<file path="src/irc_pkg.sv">
package irc_pkg;
    // register byte offsets
    localparam logic [7:0] OFS_GLOBAL_CONFIG = 8'h00;
    localparam logic [7:0] OFS_CONTROL = 8'h04;
    localparam logic [7:0] OFS_GLOBAL_STATE = 8'h08;
    localparam logic [7:0] OFS_INTERRUPT_FLAGS = 8'h0C;
    localparam logic [7:0] OFS_SOURCE_SIZE = 8'h10;
    localparam logic [7:0] OFS_TARGET_SIZE = 8'h14;
    localparam logic [7:0] OFS_HORIZ_RATIO = 8'h18;
    localparam logic [7:0] OFS_VERT_RATIO = 8'h1C;
    localparam logic [7:0] OFS_HORIZ_REMAINDER = 8'h20;
    localparam logic [7:0] OFS_VERT_REMAINDER = 8'h24;
    localparam logic [7:0] OFS_FINE_SCALE_CONFIG = 8'h40;
    localparam logic [7:0] OFS_LINE_MEMORY_BASE = 8'h5C;
    localparam logic [7:0] OFS_COLOR_CONVERT_CONFIG = 8'h80;
    localparam logic [7:0] OFS_TARGET_BASE_FIRST = 8'h84;
    localparam logic [7:0] OFS_TARGET_BASE_SECOND = 8'h88;

    // field positions
    localparam int BIT_CONT_RUN = 4;
    localparam int BIT_HORIZ_GO = 0;
    localparam int BIT_VERT_GO = 1;
    localparam int BIT_WRITER_GO = 2;
    localparam int BIT_HORIZ_RST = 16;
    localparam int BIT_VERT_RST = 17;
    localparam int BIT_WRITER_RST = 18;
    localparam int BIT_STA_HBUSY = 0;
    localparam int BIT_STA_VBUSY = 1;
    localparam int BIT_STA_WBUSY = 2;
    localparam int BIT_STA_OVRUN = 3;
    localparam int BIT_STA_LINE_MEMORY_FULL_FLAG = 4;
    localparam int BIT_STA_STALL = 5;
    localparam int BIT_INT_HDONE = 0;
    localparam int BIT_INT_VDONE = 1;
    localparam int BIT_INT_WDONE = 2;
    localparam int BIT_VSKIP = 0;
    localparam int BIT_AVG = 1;
    localparam int BIT_HIRQ = 4;
    localparam int BIT_VIRQ = 5;
    localparam int LSB_PRESHRINK = 8;
    localparam int LSB_LMDEPTH = 16;
    localparam int BIT_OUT_MODE = 0;
    localparam int BIT_CONV_IRQ = 15;

    localparam logic [31:0] RESET_VALUE = 32'h0000_0000;
    localparam logic [9:0] LM_DEPTH_MIN = 10'h004;

    typedef enum logic [1:0] {
        IRC_SHRINK_NONE = 2'b00,
        IRC_SHRINK_HALF = 2'b01,
        IRC_SHRINK_QUARTER = 2'b10,
        IRC_SHRINK_EIGHTH = 2'b11
    } irc_shrink_t;

    typedef enum logic [1:0] {
        IRC_ST_IDLE = 2'b00,
        IRC_ST_RUN = 2'b01,
        IRC_ST_HELD = 2'b10
    } irc_stage_t;

    typedef struct packed {
        logic [7:0] addr;
        logic [31:0] wdata;
        logic wr;
        logic rd;
    } irc_bus_req_t;

    // events reported by the pixel datapath
    typedef struct packed {
        logic horiz_done;
        logic vert_done;
        logic writer_done;
        logic pixel_req;
        logic pixel_ack;
        logic line_memory_full;
        logic frame_start;
        logic line_memory_empty;
    } irc_events_t;

    typedef struct packed {
        logic [10:0] source_width;
        logic [10:0] source_height;
        logic [10:0] target_width;
        logic [10:0] target_height;
        logic [31:0] horiz_ratio;
        logic [31:0] vert_ratio;
        logic [15:0] horiz_remainder;
        logic [15:0] vert_remainder;
        logic vert_line_skip_en;
        logic averaging_en;
        irc_shrink_t pre_shrink_factor;
        logic [9:0] line_memory_depth;
        logic [31:0] line_memory_base;
        logic yuv_out;
        logic [31:0] target_base;
        logic continuous;
    } irc_config_t;
endpackage

</file>
<file path="src/irc_top.sv">
// Local design decision: the strobed register port.
`timescale 1ns/10ps
`default_nettype none
// Behaviour
// - three busy bits: horizontal, vertical, writer
// - flag unacknowledged pixel request, memory full
// - flag new frame with line memory nonempty
// - horizontal done sets sticky bit, read clears
// - vertical done sets sticky bit, read clears
// - writer done sets sticky bit, read clears
// - source width low, height high half
// - target width low, height high half
// - line skip bit drops lines vertically
// - averaging bit enables 1/n averaging
// - stage irqs gated by their enables
// - two-bit horizontal coarse shrink factor
// - line memory depth field, minimum four
// - line memory base address register
// - output mode bit, conversion irq enable
// - alternate two target bases per frame
// - go bits start the three stages
// - writer reset bit holds writer stopped
module irc_top (
    input wire logic sys_clk_i,
    input wire logic reset_i,
    input wire irc_pkg::irc_bus_req_t bus_i,
    output logic [31:0] rdata_o,
    input wire irc_pkg::irc_events_t events_i,
    output irc_pkg::irc_config_t config_o,
    output logic horiz_run_o,
    output logic vert_run_o,
    output logic writer_run_o,
    output logic horiz_irq_o,
    output logic vert_irq_o,
    output logic convert_irq_o
);
    import irc_pkg::*;

    ////////////////////////////////////////////////////////////////////
    // registers
    logic cont_q;
    logic [2:0] go_q;
    logic [2:0] hold_q;
    logic [31:0] src_q, tgt_q, hrat_q, vrat_q, base_q, tb1_q, tb2_q;
    logic [15:0] hres_q, vres_q;
    logic [31:0] fcfg_q;
    logic [31:0] ccfg_q;
    logic [2:0] done_q;
    logic [2:0] err_q;
    logic tsel_q;
    logic [31:0] rdata_q;
    irc_stage_t st_q [3];

    wire wr = bus_i.wr;
    wire rd = bus_i.rd;
    wire [7:0] a = bus_i.addr;
    wire [31:0] wd = bus_i.wdata;

    function automatic logic hit(input logic [7:0] ofs, input logic [7:0] adr);
        hit = (adr == ofs);
    endfunction

    wire int_rd = rd && hit(OFS_INTERRUPT_FLAGS, a);
    wire [2:0] stage_done = {events_i.writer_done, events_i.vert_done,
                             events_i.horiz_done};

    ////////////////////////////////////////////////////////////////////
    // register writes
    always_ff @(posedge sys_clk_i) begin
        if (reset_i) begin
            cont_q <= 1'b0;
            go_q <= 3'h0;
            hold_q <= 3'h0;
            src_q <= RESET_VALUE;
            tgt_q <= RESET_VALUE;
            hrat_q <= RESET_VALUE;
            vrat_q <= RESET_VALUE;
            hres_q <= 16'h0000;
            vres_q <= 16'h0000;
            fcfg_q <= RESET_VALUE;
            base_q <= RESET_VALUE;
            ccfg_q <= RESET_VALUE;
            tb1_q <= RESET_VALUE;
            tb2_q <= RESET_VALUE;
        end else if (wr) begin
            if (hit(OFS_GLOBAL_CONFIG, a)) cont_q <= wd[BIT_CONT_RUN];
            if (hit(OFS_CONTROL, a)) begin
                go_q <= {wd[BIT_WRITER_GO], wd[BIT_VERT_GO], wd[BIT_HORIZ_GO]};
                hold_q <= {wd[BIT_WRITER_RST], wd[BIT_VERT_RST], wd[BIT_HORIZ_RST]};
            end
            if (hit(OFS_SOURCE_SIZE, a)) src_q <= wd;
            if (hit(OFS_TARGET_SIZE, a)) tgt_q <= wd;
            if (hit(OFS_HORIZ_RATIO, a)) hrat_q <= wd;
            if (hit(OFS_VERT_RATIO, a)) vrat_q <= wd;
            if (hit(OFS_HORIZ_REMAINDER, a)) hres_q <= wd[15:0];
            if (hit(OFS_VERT_REMAINDER, a)) vres_q <= wd[15:0];
            if (hit(OFS_FINE_SCALE_CONFIG, a)) fcfg_q <= wd & 32'h03FF_0333;
            if (hit(OFS_LINE_MEMORY_BASE, a)) base_q <= wd;
            if (hit(OFS_COLOR_CONVERT_CONFIG, a)) ccfg_q <= wd & 32'h0000_8001;
            if (hit(OFS_TARGET_BASE_FIRST, a)) tb1_q <= {wd[31:1], 1'b0};
            if (hit(OFS_TARGET_BASE_SECOND, a)) tb2_q <= {wd[31:1], 1'b0};
        end else begin
            // go is a start strobe, cleared in the first cycle without a bus write
            go_q <= 3'h0;
        end
    end

    ////////////////////////////////////////////////////////////////////
    // stage machines: horizontal, vertical, writer
    for (genvar i = 0; i < 3; i++) begin : g_stage
        always_ff @(posedge sys_clk_i) begin
            if (reset_i) begin
                st_q[i] <= IRC_ST_IDLE;
            end else if (hold_q[i]) begin
                st_q[i] <= IRC_ST_HELD;
            end else begin
                unique case (st_q[i])
                    IRC_ST_IDLE: begin
                        if (go_q[i]) st_q[i] <= IRC_ST_RUN;
                    end
                    IRC_ST_RUN: begin
                        // continuous run only stops through the hold bits
                        if (stage_done[i] && !cont_q) st_q[i] <= IRC_ST_IDLE;
                    end
                    IRC_ST_HELD: begin
                        // a go written together with the hold release still starts
                        st_q[i] <= go_q[i] ? IRC_ST_RUN : IRC_ST_IDLE;
                    end
                    default: begin
                        st_q[i] <= IRC_ST_IDLE;
                    end
                endcase
            end
        end
    end

    wire h_busy = (st_q[0] == IRC_ST_RUN);
    wire v_busy = (st_q[1] == IRC_ST_RUN);
    wire w_busy = (st_q[2] == IRC_ST_RUN);

    ////////////////////////////////////////////////////////////////////
    // sticky done bits: set wins over the clearing read
    always_ff @(posedge sys_clk_i) begin
        if (reset_i) begin
            done_q <= 3'h0;
        end else begin
            done_q[0] <= events_i.horiz_done | (done_q[0] & ~int_rd);
            done_q[1] <= events_i.vert_done | (done_q[1] & ~int_rd);
            done_q[2] <= events_i.writer_done | (done_q[2] & ~int_rd);
        end
    end

    // error flags: no clear exists besides reset, they stay until then
    wire ovrun_ev = events_i.pixel_req & ~events_i.pixel_ack;
    wire stall_ev = events_i.frame_start & ~events_i.line_memory_empty;
    always_ff @(posedge sys_clk_i) begin
        if (reset_i) begin
            err_q <= 3'h0;
        end else begin
            err_q[0] <= err_q[0] | ovrun_ev;
            err_q[1] <= err_q[1] | events_i.line_memory_full;
            err_q[2] <= err_q[2] | stall_ev;
        end
    end

    // target base flips after each finished image
    always_ff @(posedge sys_clk_i) begin
        if (reset_i || hold_q[2]) begin
            tsel_q <= 1'b0;
        end else if (events_i.writer_done) begin
            tsel_q <= ~tsel_q;
        end
    end

    ////////////////////////////////////////////////////////////////////
    // read path
    wire [31:0] sta_w = {26'h0, err_q[2], err_q[1], err_q[0], w_busy, v_busy, h_busy};
    logic [31:0] rmux;
    always_comb begin
        rmux = 32'h0000_0000;
        unique case (a)
            OFS_GLOBAL_CONFIG: rmux = {27'h0, cont_q, 4'h0};
            OFS_CONTROL: rmux = {13'h0, hold_q, 16'h0};
            OFS_GLOBAL_STATE: rmux = sta_w;
            OFS_INTERRUPT_FLAGS: rmux = {29'h0, done_q};
            OFS_SOURCE_SIZE: rmux = src_q;
            OFS_TARGET_SIZE: rmux = tgt_q;
            OFS_HORIZ_RATIO: rmux = hrat_q;
            OFS_VERT_RATIO: rmux = vrat_q;
            OFS_HORIZ_REMAINDER: rmux = {16'h0, hres_q};
            OFS_VERT_REMAINDER: rmux = {16'h0, vres_q};
            OFS_FINE_SCALE_CONFIG: rmux = fcfg_q;
            OFS_LINE_MEMORY_BASE: rmux = base_q;
            OFS_COLOR_CONVERT_CONFIG: rmux = ccfg_q;
            OFS_TARGET_BASE_FIRST: rmux = tb1_q;
            OFS_TARGET_BASE_SECOND: rmux = tb2_q;
            default: rmux = 32'h0000_0000;
        endcase
    end

    always_ff @(posedge sys_clk_i) begin
        if (reset_i) begin
            rdata_q <= 32'h0000_0000;
        end else if (rd) begin
            rdata_q <= rmux;
        end else begin
            rdata_q <= 32'h0000_0000;
        end
    end
    assign rdata_o = rdata_q;

    ////////////////////////////////////////////////////////////////////
    // configuration towards the datapath
    wire [9:0] depth_raw = fcfg_q[LSB_LMDEPTH +: 10];
    assign config_o.source_width = src_q[10:0];
    assign config_o.source_height = src_q[26:16];
    assign config_o.target_width = tgt_q[10:0];
    assign config_o.target_height = tgt_q[26:16];
    assign config_o.horiz_ratio = hrat_q;
    assign config_o.vert_ratio = vrat_q;
    assign config_o.horiz_remainder = hres_q;
    assign config_o.vert_remainder = vres_q;
    assign config_o.vert_line_skip_en = fcfg_q[BIT_VSKIP];
    assign config_o.averaging_en = fcfg_q[BIT_AVG];
    assign config_o.pre_shrink_factor = irc_shrink_t'(fcfg_q[LSB_PRESHRINK +: 2]);
    // depths below the minimum are raised to it rather than rejected
    assign config_o.line_memory_depth = (depth_raw < LM_DEPTH_MIN) ? LM_DEPTH_MIN
                                                                  : depth_raw;
    assign config_o.line_memory_base = base_q;
    assign config_o.yuv_out = ccfg_q[BIT_OUT_MODE];
    assign config_o.target_base = tsel_q ? tb2_q : tb1_q;
    assign config_o.continuous = cont_q;

    assign horiz_run_o = h_busy;
    assign vert_run_o = v_busy;
    assign writer_run_o = w_busy;
    assign horiz_irq_o = events_i.horiz_done & fcfg_q[BIT_HIRQ];
    assign vert_irq_o = events_i.vert_done & fcfg_q[BIT_VIRQ];
    assign convert_irq_o = events_i.writer_done & ccfg_q[BIT_CONV_IRQ];
endmodule
`default_nettype wire

</file>
<file path="config.mk">
export PLATFORM = sky130hd
export DESIGN_NAME = irc_top
export DESIGN_NICKNAME = d
export VERILOG_FILES = /design/src/irc_pkg.sv /design/src/irc_top.sv
export SDC_FILE = /design/constraint.sdc
export NUM_CORES = 1
export LEC_CHECK = 0
export BUFFER_PORTS_ARGS = -buffer_cell sky130_fd_sc_hd__buf_2
export CAP_MARGIN = 20
export CELL_PAD_IN_SITES_DETAIL_PLACEMENT = 0
export CELL_PAD_IN_SITES_GLOBAL_PLACEMENT = 1
export CORE_UTILIZATION = 39
export CTS_BUF_LIST = sky130_fd_sc_hd__clkbuf_16
export CTS_CLUSTER_DIAMETER = 120
export DETAILED_ROUTE_END_ITERATION = 8
export PLACE_DENSITY = 0.86
export SLEW_MARGIN = 20
export SYNTH_ARGS = -nofsm -noshare
export SYNTH_HDL_FRONTEND = slang
export SYNTH_SLANG_ARGS = --single-unit
</file>
<file path="constraint.sdc">
create_clock -name sys_clk_i -period 3 [get_ports sys_clk_i]
set_clock_uncertainty 0.1 [all_clocks]
set_input_delay 0.3 -clock sys_clk_i [delete_from_list [all_inputs] [get_ports sys_clk_i]]
set_output_delay 0.3 -clock sys_clk_i [all_outputs]
set_load 0.005 [all_outputs]
</file>
==> flow_summary.ini, run 1 <==
[outcome]
status = complete, no violations

[power_and_ir_drop]
sw_frac_of_total = 0.228
p_per_area_nw_per_um2 = 536
p_clk_frac = 0.473
finalPower_uw = 8960
vdd_drop_max_mv = 0.319
intPower_uw = 6920
p_sw_uw = 2040
power_frac_seq = 0.485
power.share.combinational = 0.042
leakagePower_uw = 0.00646

[timing]
min_period_over_period = 0.768
fin_ws_ns = 0.697
setup_violations = 0
fmax_mhz = 434
rsz0062_at_grt = false
worst_slew_pin_slew_ns = 0.983
max_slew_margin = 0.343
drv_slew = 0
timing.setup.tns_ns = 0
period_needed_ns = 2.30
hold_violations = 0

[logic_synthesis]
synth_seq_cells = 324
syn-cell-area_um2 = 13800
async_flop_share = 0
synth_area_per_cell_um2 = 7.84
synth-edff-count = 6
syn_nets = 1807
syn_inst = 1755
yosysWarnings = 0
yosysUniqueCellTypes = 49
synthFlopType = dfxtp_1
ys_seq_area_frac = 0.476

[hold_path]
hold_path.class = input port to register

[place]
placed_cells = 2359
gp_congestion = 0.941
dp_hpwl_um = 38400
io_buffer_count = 308
dp_slack_ns = 0.337

[global_routing]
grt_pass1_wl_um = 82400
grt_pass1_vias = 12800
gr-total-overflow = 0
grt_max_degree = 146
antenna_found_initial = 1
grt_use_total = 0.306

[clock_tree]
cts_buffers = 36
h-tree-depth = 2
clk_pin_slew_ns = 0.06
root_buffer = clkbuf_16
clock_sinks = 324
postCtsSetupRepairBufs = 0
cts.path.max_buffers = 3
cts_hold_buf = 17
cts_tree = yes
clock_latency_ns = 0.52
cts_resized = 0

[floorplan]
rows = 68
fp.dieW_um = 190
num_io_pins = 310
core_area_um2 = 34600
fp.dieArea_um2 = 36000
die_h_um = 190
start_util = 0.397

[critical_path]
arrival_ns = 1.90
end_kind = output port
required_ns = 2.60
path_class = register to output port
worstSetupStartpointType = register
crit_fanout = 14

[route]
dr.pass1.iters = 6
avgRoutedWirePerCell_um = 23.3
antenna_left = 0
via_per_inst = 5.77
vias = 14100
drc = 0
wirelength_um = 56700
drtIter0Drc = 1679

[final_layout]
layout.cells.non_filler = 2438
syn_to_final_growth_pct = 21.6
final_nets = 2011
final_core_util = 0.483
mostFrequentLayoutCells = 578 x nand2_1, 317 x dfxtp_1, 308 x a21oi_1
fillCellCount = 3311
drive_gt1_frac = 0.238
final_common_cell = nand2_1

[run]
max_cap_violations = 0
final cells by class:
class | instances | area [um2] | area share
sequential | 324 | 6550 | 0.392
multi-input combinational | 1196 | 6160 | 0.368
timing repair buffer | 393 | 2310 | 0.138
clock buffer | 37 | 926 | 0.0554
tap | 455 | 569 | 0.0340
clock inverter | 24 | 181 | 0.0109
inverter | 8 | 30.0 | 0.00180
antenna | 1 | 2.50 | 0.000150
cells by family (layout without fill, tap and decap cells):
group                     count (synthesis)  after routing  share of synthesized area
and+or+nand+nor                         688            688                      0.205
AOI/OAI and AO/OA                       465            465                      0.204
DFF                                     324            324                      0.476
buffers and inverters                   235            462                     0.0816
muxes                                    41             41                     0.0330
other                                     1              2                   0.000273
xor gates and xnor gates                  1              1                   0.000637
power groups by stage:
stage	Clock, uW	Sequential [uW]	Combinational, uW
finish	4240	4350	376
global route	4450	4350	392
CTS	4260	4350	367
detailed placement	0	4440	347
global placement	0	4440	343
floorplan	0	4430	204
layer usage:
layer / wire length, um / up-vias / track usage
met3: 6440 / 133 / 0.0642
met2: 25400 / 912 / 0.475
met5: 0 / - / 0
met1: 22600 / 6683 / 0.411
li1: - / 6332 / -
met4: 2310 / 0 / 0.125
worst paths after layout:
| kind | from | endpoint | slack, ns | cells after the start |
|---|---|---|---|---|
| worst max-delay path | tsel_q$_SDFFE_PP0P_ | config_o[26] | 0.70 | 3 |
| worst min-delay path | bus_i[22] | tgt_q[20]$_SDFFE_PP0P_ | 0.01 | 3 |
| worst max register to register | vres_q[0]$_SDFFE_PP0P_ | rdata_o[0]$_SDFF_PP0_ | 1.26 | 3 |
| worst min register to register | src_q[13]$_SDFFE_PP0P_ | src_q[13]$_SDFFE_PP0P_ | 0.36 | 2 |
sequential cells by signal, summed over array words and instances (netlist names):
signal   flops
hold_q       3
st_q         6
base_q      32
hrat_q      32
ccfg_q       2
go_q         3
done_q       3
vrat_q      32
tsel_q       1
fcfg_q      16
hres_q      16
cont_q       1
vres_q      16
tgt_q       32
tb2_q       31
src_q       32
tb1_q       31
rdata_o     32
err_q        3
cells in the mapped netlist (2+ instances only):
master	count	area, um2
nor2b_1	4	25.0
o211ai_1	2	15.0
o21ai_0	2	10.0
nor4bb_1	2	20.0
nor4b_1	2	17.5
and3_1	10	62.6
a211oi_1	4	30.0
nand2b_1	7	43.8
inv_1	8	30.0
edfxtp_1	6	180
mux2_2	35	394
nand2_1	578	2170
buf_4	54	405
nor4b_2	3	45.0
a22oi_1	47	353
and2_0	3	18.8
o22ai_1	3	18.8
a221oi_1	9	78.8
a41oi_1	2	17.5
a22o_1	28	245
or3_1	2	12.5
mux2i_1	6	60.1
dfxtp_1	318	6370
nor4_1	6	37.5
nor2_1	34	128
buf_2	30	150
and2_1	11	68.8
nand3_1	7	35.0
a31oi_1	27	169
clkbuf_1	137	514
a222oi_1	28	280
a21oi_1	308	1540
buf_1	6	22.5
nor3_1	11	55.1
per-stage QoR:
step	instance area, um2	hold WS, ns
after global placement	15400	0.342
after CTS	16700	0.00504
after floorplan	13800	0.316
after global routing	16700	0.0146
after detailed placement	15400	0.347
final	16700	0.0118
critical path: stages (launching register included):
cell and delay (ns):
dfxtp_2 0.51, buf_4 0.33, mux2_2 0.40, buf_2 0.14
Note: power is estimated with default switching activity, not from simulation.
==> inputs of run 2 (changes only) <==
Clock period 3 ns to 2.3 ns, I/O delays scaled along.
==> run 2 against run 1 <==
Net effect:
- die area is the same
- via count grew 0.35%
- first-iteration DRC count shrank 1.8%
- final area grew 4.0%
- critical path type is now input port to register
- critical endpoint is now base_q[2]$_SDFFE_PP0P_
==> flow_summary.ini, run 2 (synthesized netlist as in run 1, its figures left out) <==
[critical_path]
worstSetupStartpoint = bus_i[36]
arrival_ns = 2.50
crit_fanout = 20
end_kind = register
path_class = input port to register
r2r_setup_slack_ns = 0.55
crit_end = base_q[2]$_SDFFE_PP0P_
worstSetupStartpointType = input port
r2r_end = rdata_o[25]$_SDFF_PP0_
required_ns = 2.60
r2r_start = vrat_q[25]$_SDFFE_PP0P_
rr_worst_depth = 5

[route]
vias = 14100
wirelength_um = 56700
via_per_inst = 5.67
drc = 0
drtIter0Drc = 1649
dr.pass1.iters = 6
avgRoutedWirePerCell_um = 22.8
antenna_left = 0

[timing]
timing.setup.tns_ns = 0
min_period_over_period = 0.955
rsz0062_at_grt = false
worst_slew_pin_slew_ns = 0.921
period_needed_ns = 2.20
hold_violations = 0
max_slew_margin = 0.386
fin_ws_ns = 0.105
drv_slew = 0
setup_violations = 0
fmax_mhz = 455

[final_layout]
final_common_cell = nand2_1
drive_gt1_frac = 0.246
multi_input_area_um2 = 6160
regArea_um2 = 6550
syn_to_final_growth_pct = 26.4
fillCellCount = 3333
final_nets = 2063
mostFrequentLayoutCells = 578 x nand2_1, 317 x dfxtp_1, 308 x a21oi_1

[global_routing]
grt_pass1_wl_um = 82700
grt_max_degree = 175
grt_use_total = 0.306
antenna_found_initial = 1
gr-total-overflow = 0
grt_pass1_vias = 13300

[floorplan]
fp.dieArea_um2 = 36000
start_util = 0.397
die_h_um = 190
fp.dieW_um = 190
core_area_um2 = 34600
rows = 68
num_io_pins = 310

[clock_tree]
cts_buffers = 36
clock_sinks = 324
clk_pin_slew_ns = 0.06
cts_tree = yes
cts.path.max_buffers = 3
h-tree-depth = 2
postCtsSetupRepairBufs = 0
root_buffer = clkbuf_16
clock_latency_ns = 0.52

[place]
dp_slack_ns = 0.0150
io_buffer_count = 308
gp_congestion = 0.942
dp_hpwl_um = 38600

[power_and_ir_drop]
vdd_drop_max_mv = 0.490
p_clk_frac = 0.476
leakagePower_uw = 0.00676
p_per_area_nw_per_um2 = 683
intPower_uw = 9150
power_frac_seq = 0.477
p_sw_uw = 2720
power.share.combinational = 0.047
sw_frac_of_total = 0.229

[hold_path]
hold_path.class = input port to register

[run]
max_cap_violations = 0

[outcome]
status = complete, no violations
==> run 2: cell types whose count changed in the layout (fill, tap and decap cells not counted), moves of 2 or more <==
cell / delta
buf_12: +15
dlygate4sd3_1: +26
buf_4: +11
clkinv_2: +2
clkinv_1: -2
==> run 2: cell type report <==
cell class	count	area share
Clock inverter	23	0.0104
Antenna cell	1	0.000144
Timing Repair Buffer	445	0.170
Tap cell	455	0.0327
Sequential cell	324	0.377
Clock buffer	38	0.0547
Inverter	8	0.00173
Multi-Input combinational cell	1196	0.354
==> run 2: layer usage <==
metal | wire, um | share of wire | GRT usage | vias to the layer above
met4 | 2460 | 0.043 | 0.134 | 0
met5 | 0 | 0 | 0 | -
met1 | 21900 | 0.39 | 0.391 | 6683
met2 | 25800 | 0.45 | 0.489 | 847
li1 | - | - | - | 6423
met3 | 6630 | 0.12 | 0.0729 | 156
==> run 2: metrics by stage <==
stage	power, uW	hold WS (ns)	utilization	cells	area (um2)
after floorplan	6050	0.246	-	1755	13800
after global placement	6270	0.336	0.457	2385	15800
after detailed placement	6270	0.346	0.457	2385	15800
after CTS	11900	0.166	0.502	2489	17400
after global routing	12200	0.198	0.502	2490	17400
final	11900	0.188	0.502	2490	17400
==> run 2: repair_timing <==
item | CTS | global route
resized for setup | 0 | 0
hold buffers | 43 | 0
endpoints found under the hold margin | 267 | 0
==> run 2: critical path, cell delays in order <==
cell and delay [ns]:
buf_2 0.21, nor4bb_1 0.53, and2_1 0.28, buf_12 0.19, nand2_1 0.08, buf_4 0.26
nand2_1 0.10, a21oi_1 0.06, dlygate4sd3_1 0.55
==> run 2: how the worst min path moves through the flow <==
stage | start | endpoint | slack [ns] | depth (start not counted)
2_1_floorplan | events_i[2] | err_q[1]$_SDFF_PP0_ | 0.25 | 2
3_3_place_gp | events_i[2] | err_q[1]$_SDFF_PP0_ | 0.34 | 3
3_5_place_dp | events_i[2] | err_q[1]$_SDFF_PP0_ | 0.35 | 3
4_1_cts | bus_i[1] | go_q[0]$_SDFFE_PP0N_ | 0.17 | 3
5_1_grt | bus_i[1] | go_q[0]$_SDFFE_PP0N_ | 0.20 | 3
6_report | bus_i[1] | go_q[0]$_SDFFE_PP0N_ | 0.19 | 3
==> run 2: power groups by stage <==
stage          clock, uW  combinational, uW  sequential (uW)
6_report            5650                556             5670
5_1_grt             5920                581             5660
4_1_cts             5690                543             5660
3_5_place_dp           0                485             5790
3_3_place_gp           0                482             5790
2_1_floorplan          0                267             5780
==> inputs of run 3 (changes only) <==
Settings changed: SETUP_SLACK_MARGIN from default to 0.15.
==> run 3 against run 2 <==
Net effect:
- fmax rose by 2.6%
- global-route usage did not move
- via count rose by 0.38%
- power barely moved
- register-to-register slack got worse by 0.02 ns
- first-iteration DRC count rose by 5.7%
- worst setup slack improved by 0.055 ns
- core utilization barely moved
- routed wire length rose by 0.38%
- cell count did not move
- highest routed layer unchanged
==> flow_summary.ini, run 3 (synthesized netlist as in run 1, its figures left out) <==
[critical_path]
end_kind = register
rr_worst_depth = 5
required_ns = 2.60
crit_fanout = 20
r2r_end = rdata_o[25]$_SDFF_PP0_
worstSetupStartpointType = input port
r2r_setup_slack_ns = 0.53
path_class = input port to register
arrival_ns = 2.44
r2r_start = tgt_q[25]$_SDFFE_PP0P_

[timing]
drv_slew = 0
fin_ws_ns = 0.160
hold_violations = 0
rsz0062_at_grt = false
setup_violations = 0
timing.setup.tns_ns = 0
min_period_over_period = 0.931
period_needed_ns = 2.14
worst_slew_pin_slew_ns = 0.821
max_slew_margin = 0.452
fmax_mhz = 467

[floorplan]
start_util = 0.397
fp.dieArea_um2 = 36000
fp.dieW_um = 190
die_h_um = 190
rows = 68
num_io_pins = 310
core_area_um2 = 34600

[hold_path]
holdPathStages = 3
hold_start = bus_i[1]
hold_path.class = input port to register
worstHoldEndpoint = go_q[0]$_SDFFE_PP0N_

[final_layout]
mostFrequentLayoutCells = 578 x nand2_1, 317 x dfxtp_1, 308 x a21oi_1
final_common_cell = nand2_1
final_area_um2 = 17400
syn_to_final_growth_pct = 26.5
final_nets = 2063
final_core_util = 0.503
fillCellCount = 3330
drive_gt1_frac = 0.247

[global_routing]
antenna_found_initial = 1
grt_use_total = 0.306
gr-total-overflow = 0
grt_pass1_wl_um = 82700
grt_max_degree = 175
grt_pass1_vias = 13300

[route]
wirelength_um = 57000
antenna_left = 0
avgRoutedWirePerCell_um = 22.9
vias = 14200
dr.pass1.iters = 8
drc = 0
drtIter0Drc = 1743
via_per_inst = 5.69

[clock_tree]
cts.path.max_buffers = 3
cts_tree = yes
root_buffer = clkbuf_16
clock_sinks = 324
clock_latency_ns = 0.52
cts_buffers = 36
clk_pin_slew_ns = 0.06
postCtsSetupRepairBufs = 0
h-tree-depth = 2

[outcome]
status = complete, no violations

[place]
dpl_cell_area_um2 = 15800
io_buffer_count = 308
dp_hpwl_um = 38600
gp_congestion = 0.942
dp_slack_ns = 0.0150

[power_and_ir_drop]
p_per_area_nw_per_um2 = 683
vdd_drop_max_mv = 0.490
leakagePower_uw = 0.00676

[run]
max_cap_violations = 0
run 3: cell counts in the layout (fill, tap and decap cells not counted):
No cell type changed its count.
run 3: report_power, final:
| part | internal (uW) | switching, uW |
|---|---|---|
| Sequential | 5650 | 15.2 |
| Combinational | 189 | 370 |
| Clock | 3310 | 2340 |
| Total | 9150 | 2730 |
run 3: worst max path at each step:
stage                   start  depth (start not counted)                     end
floorplan           bus_i[35]                          8  tgt_q[10]$_SDFFE_PP0P_
global placement    bus_i[35]                          6   rdata_o[3]$_SDFF_PP0_
detailed placement  bus_i[35]                          6  rdata_o[23]$_SDFF_PP0_
CTS                 bus_i[36]                          9  base_q[2]$_SDFFE_PP0P_
global route        bus_i[36]                          9  base_q[2]$_SDFFE_PP0P_
finish              bus_i[36]                          9  base_q[2]$_SDFFE_PP0P_
run 3: per-stage QoR:
step,std cells,hold WS (ns),total power [uW]
4_1_cts,2489,0.166,11900
6_report,2490,0.188,11900
2_1_floorplan,1755,0.246,6050
3_5_place_dp,2385,0.346,6270
5_1_grt,2490,0.198,12200
3_3_place_gp,2385,0.336,6270
run 3: area by class of cell:
class | count | area [um2] | share of cell area
clock buffers | 38 | 951 | 0.0546
multi-input cells | 1196 | 6170 | 0.355
diodes | 1 | 2.50 | 0.000144
clock inverters | 23 | 181 | 0.0104
flip-flops and latches | 324 | 6550 | 0.376
well taps | 455 | 569 | 0.0327
inverters | 8 | 30.0 | 0.00173
repair buffers | 445 | 2950 | 0.169
run 3: timing repair:
item | 4_1_cts | 5_1_grt
gates resized for setup | 0 | 2
hold buffers | 43 | 0
hold endpoints to repair | 267 | 0
setup endpoints to repair | 0 | 1
run 3: critical path, stage by stage:
cell	delay, ns
buf_2	0.22
nor4bb_2	0.47
and2_1	0.27
buf_12	0.18
nand2_1	0.08
buf_4	0.26
nand2_1	0.10
a21oi_1	0.06
dlygate4sd3_1	0.55
run 3: metal layers:
layer | share of wire | global-route usage | up-vias
li1 | - | - | 6425
met1 | 0.39 | 0.391 | 6744
met2 | 0.46 | 0.489 | 858
met3 | 0.11 | 0.0729 | 136
met4 | 0.040 | 0.134 | 0
met5 | 0 | 0 | -
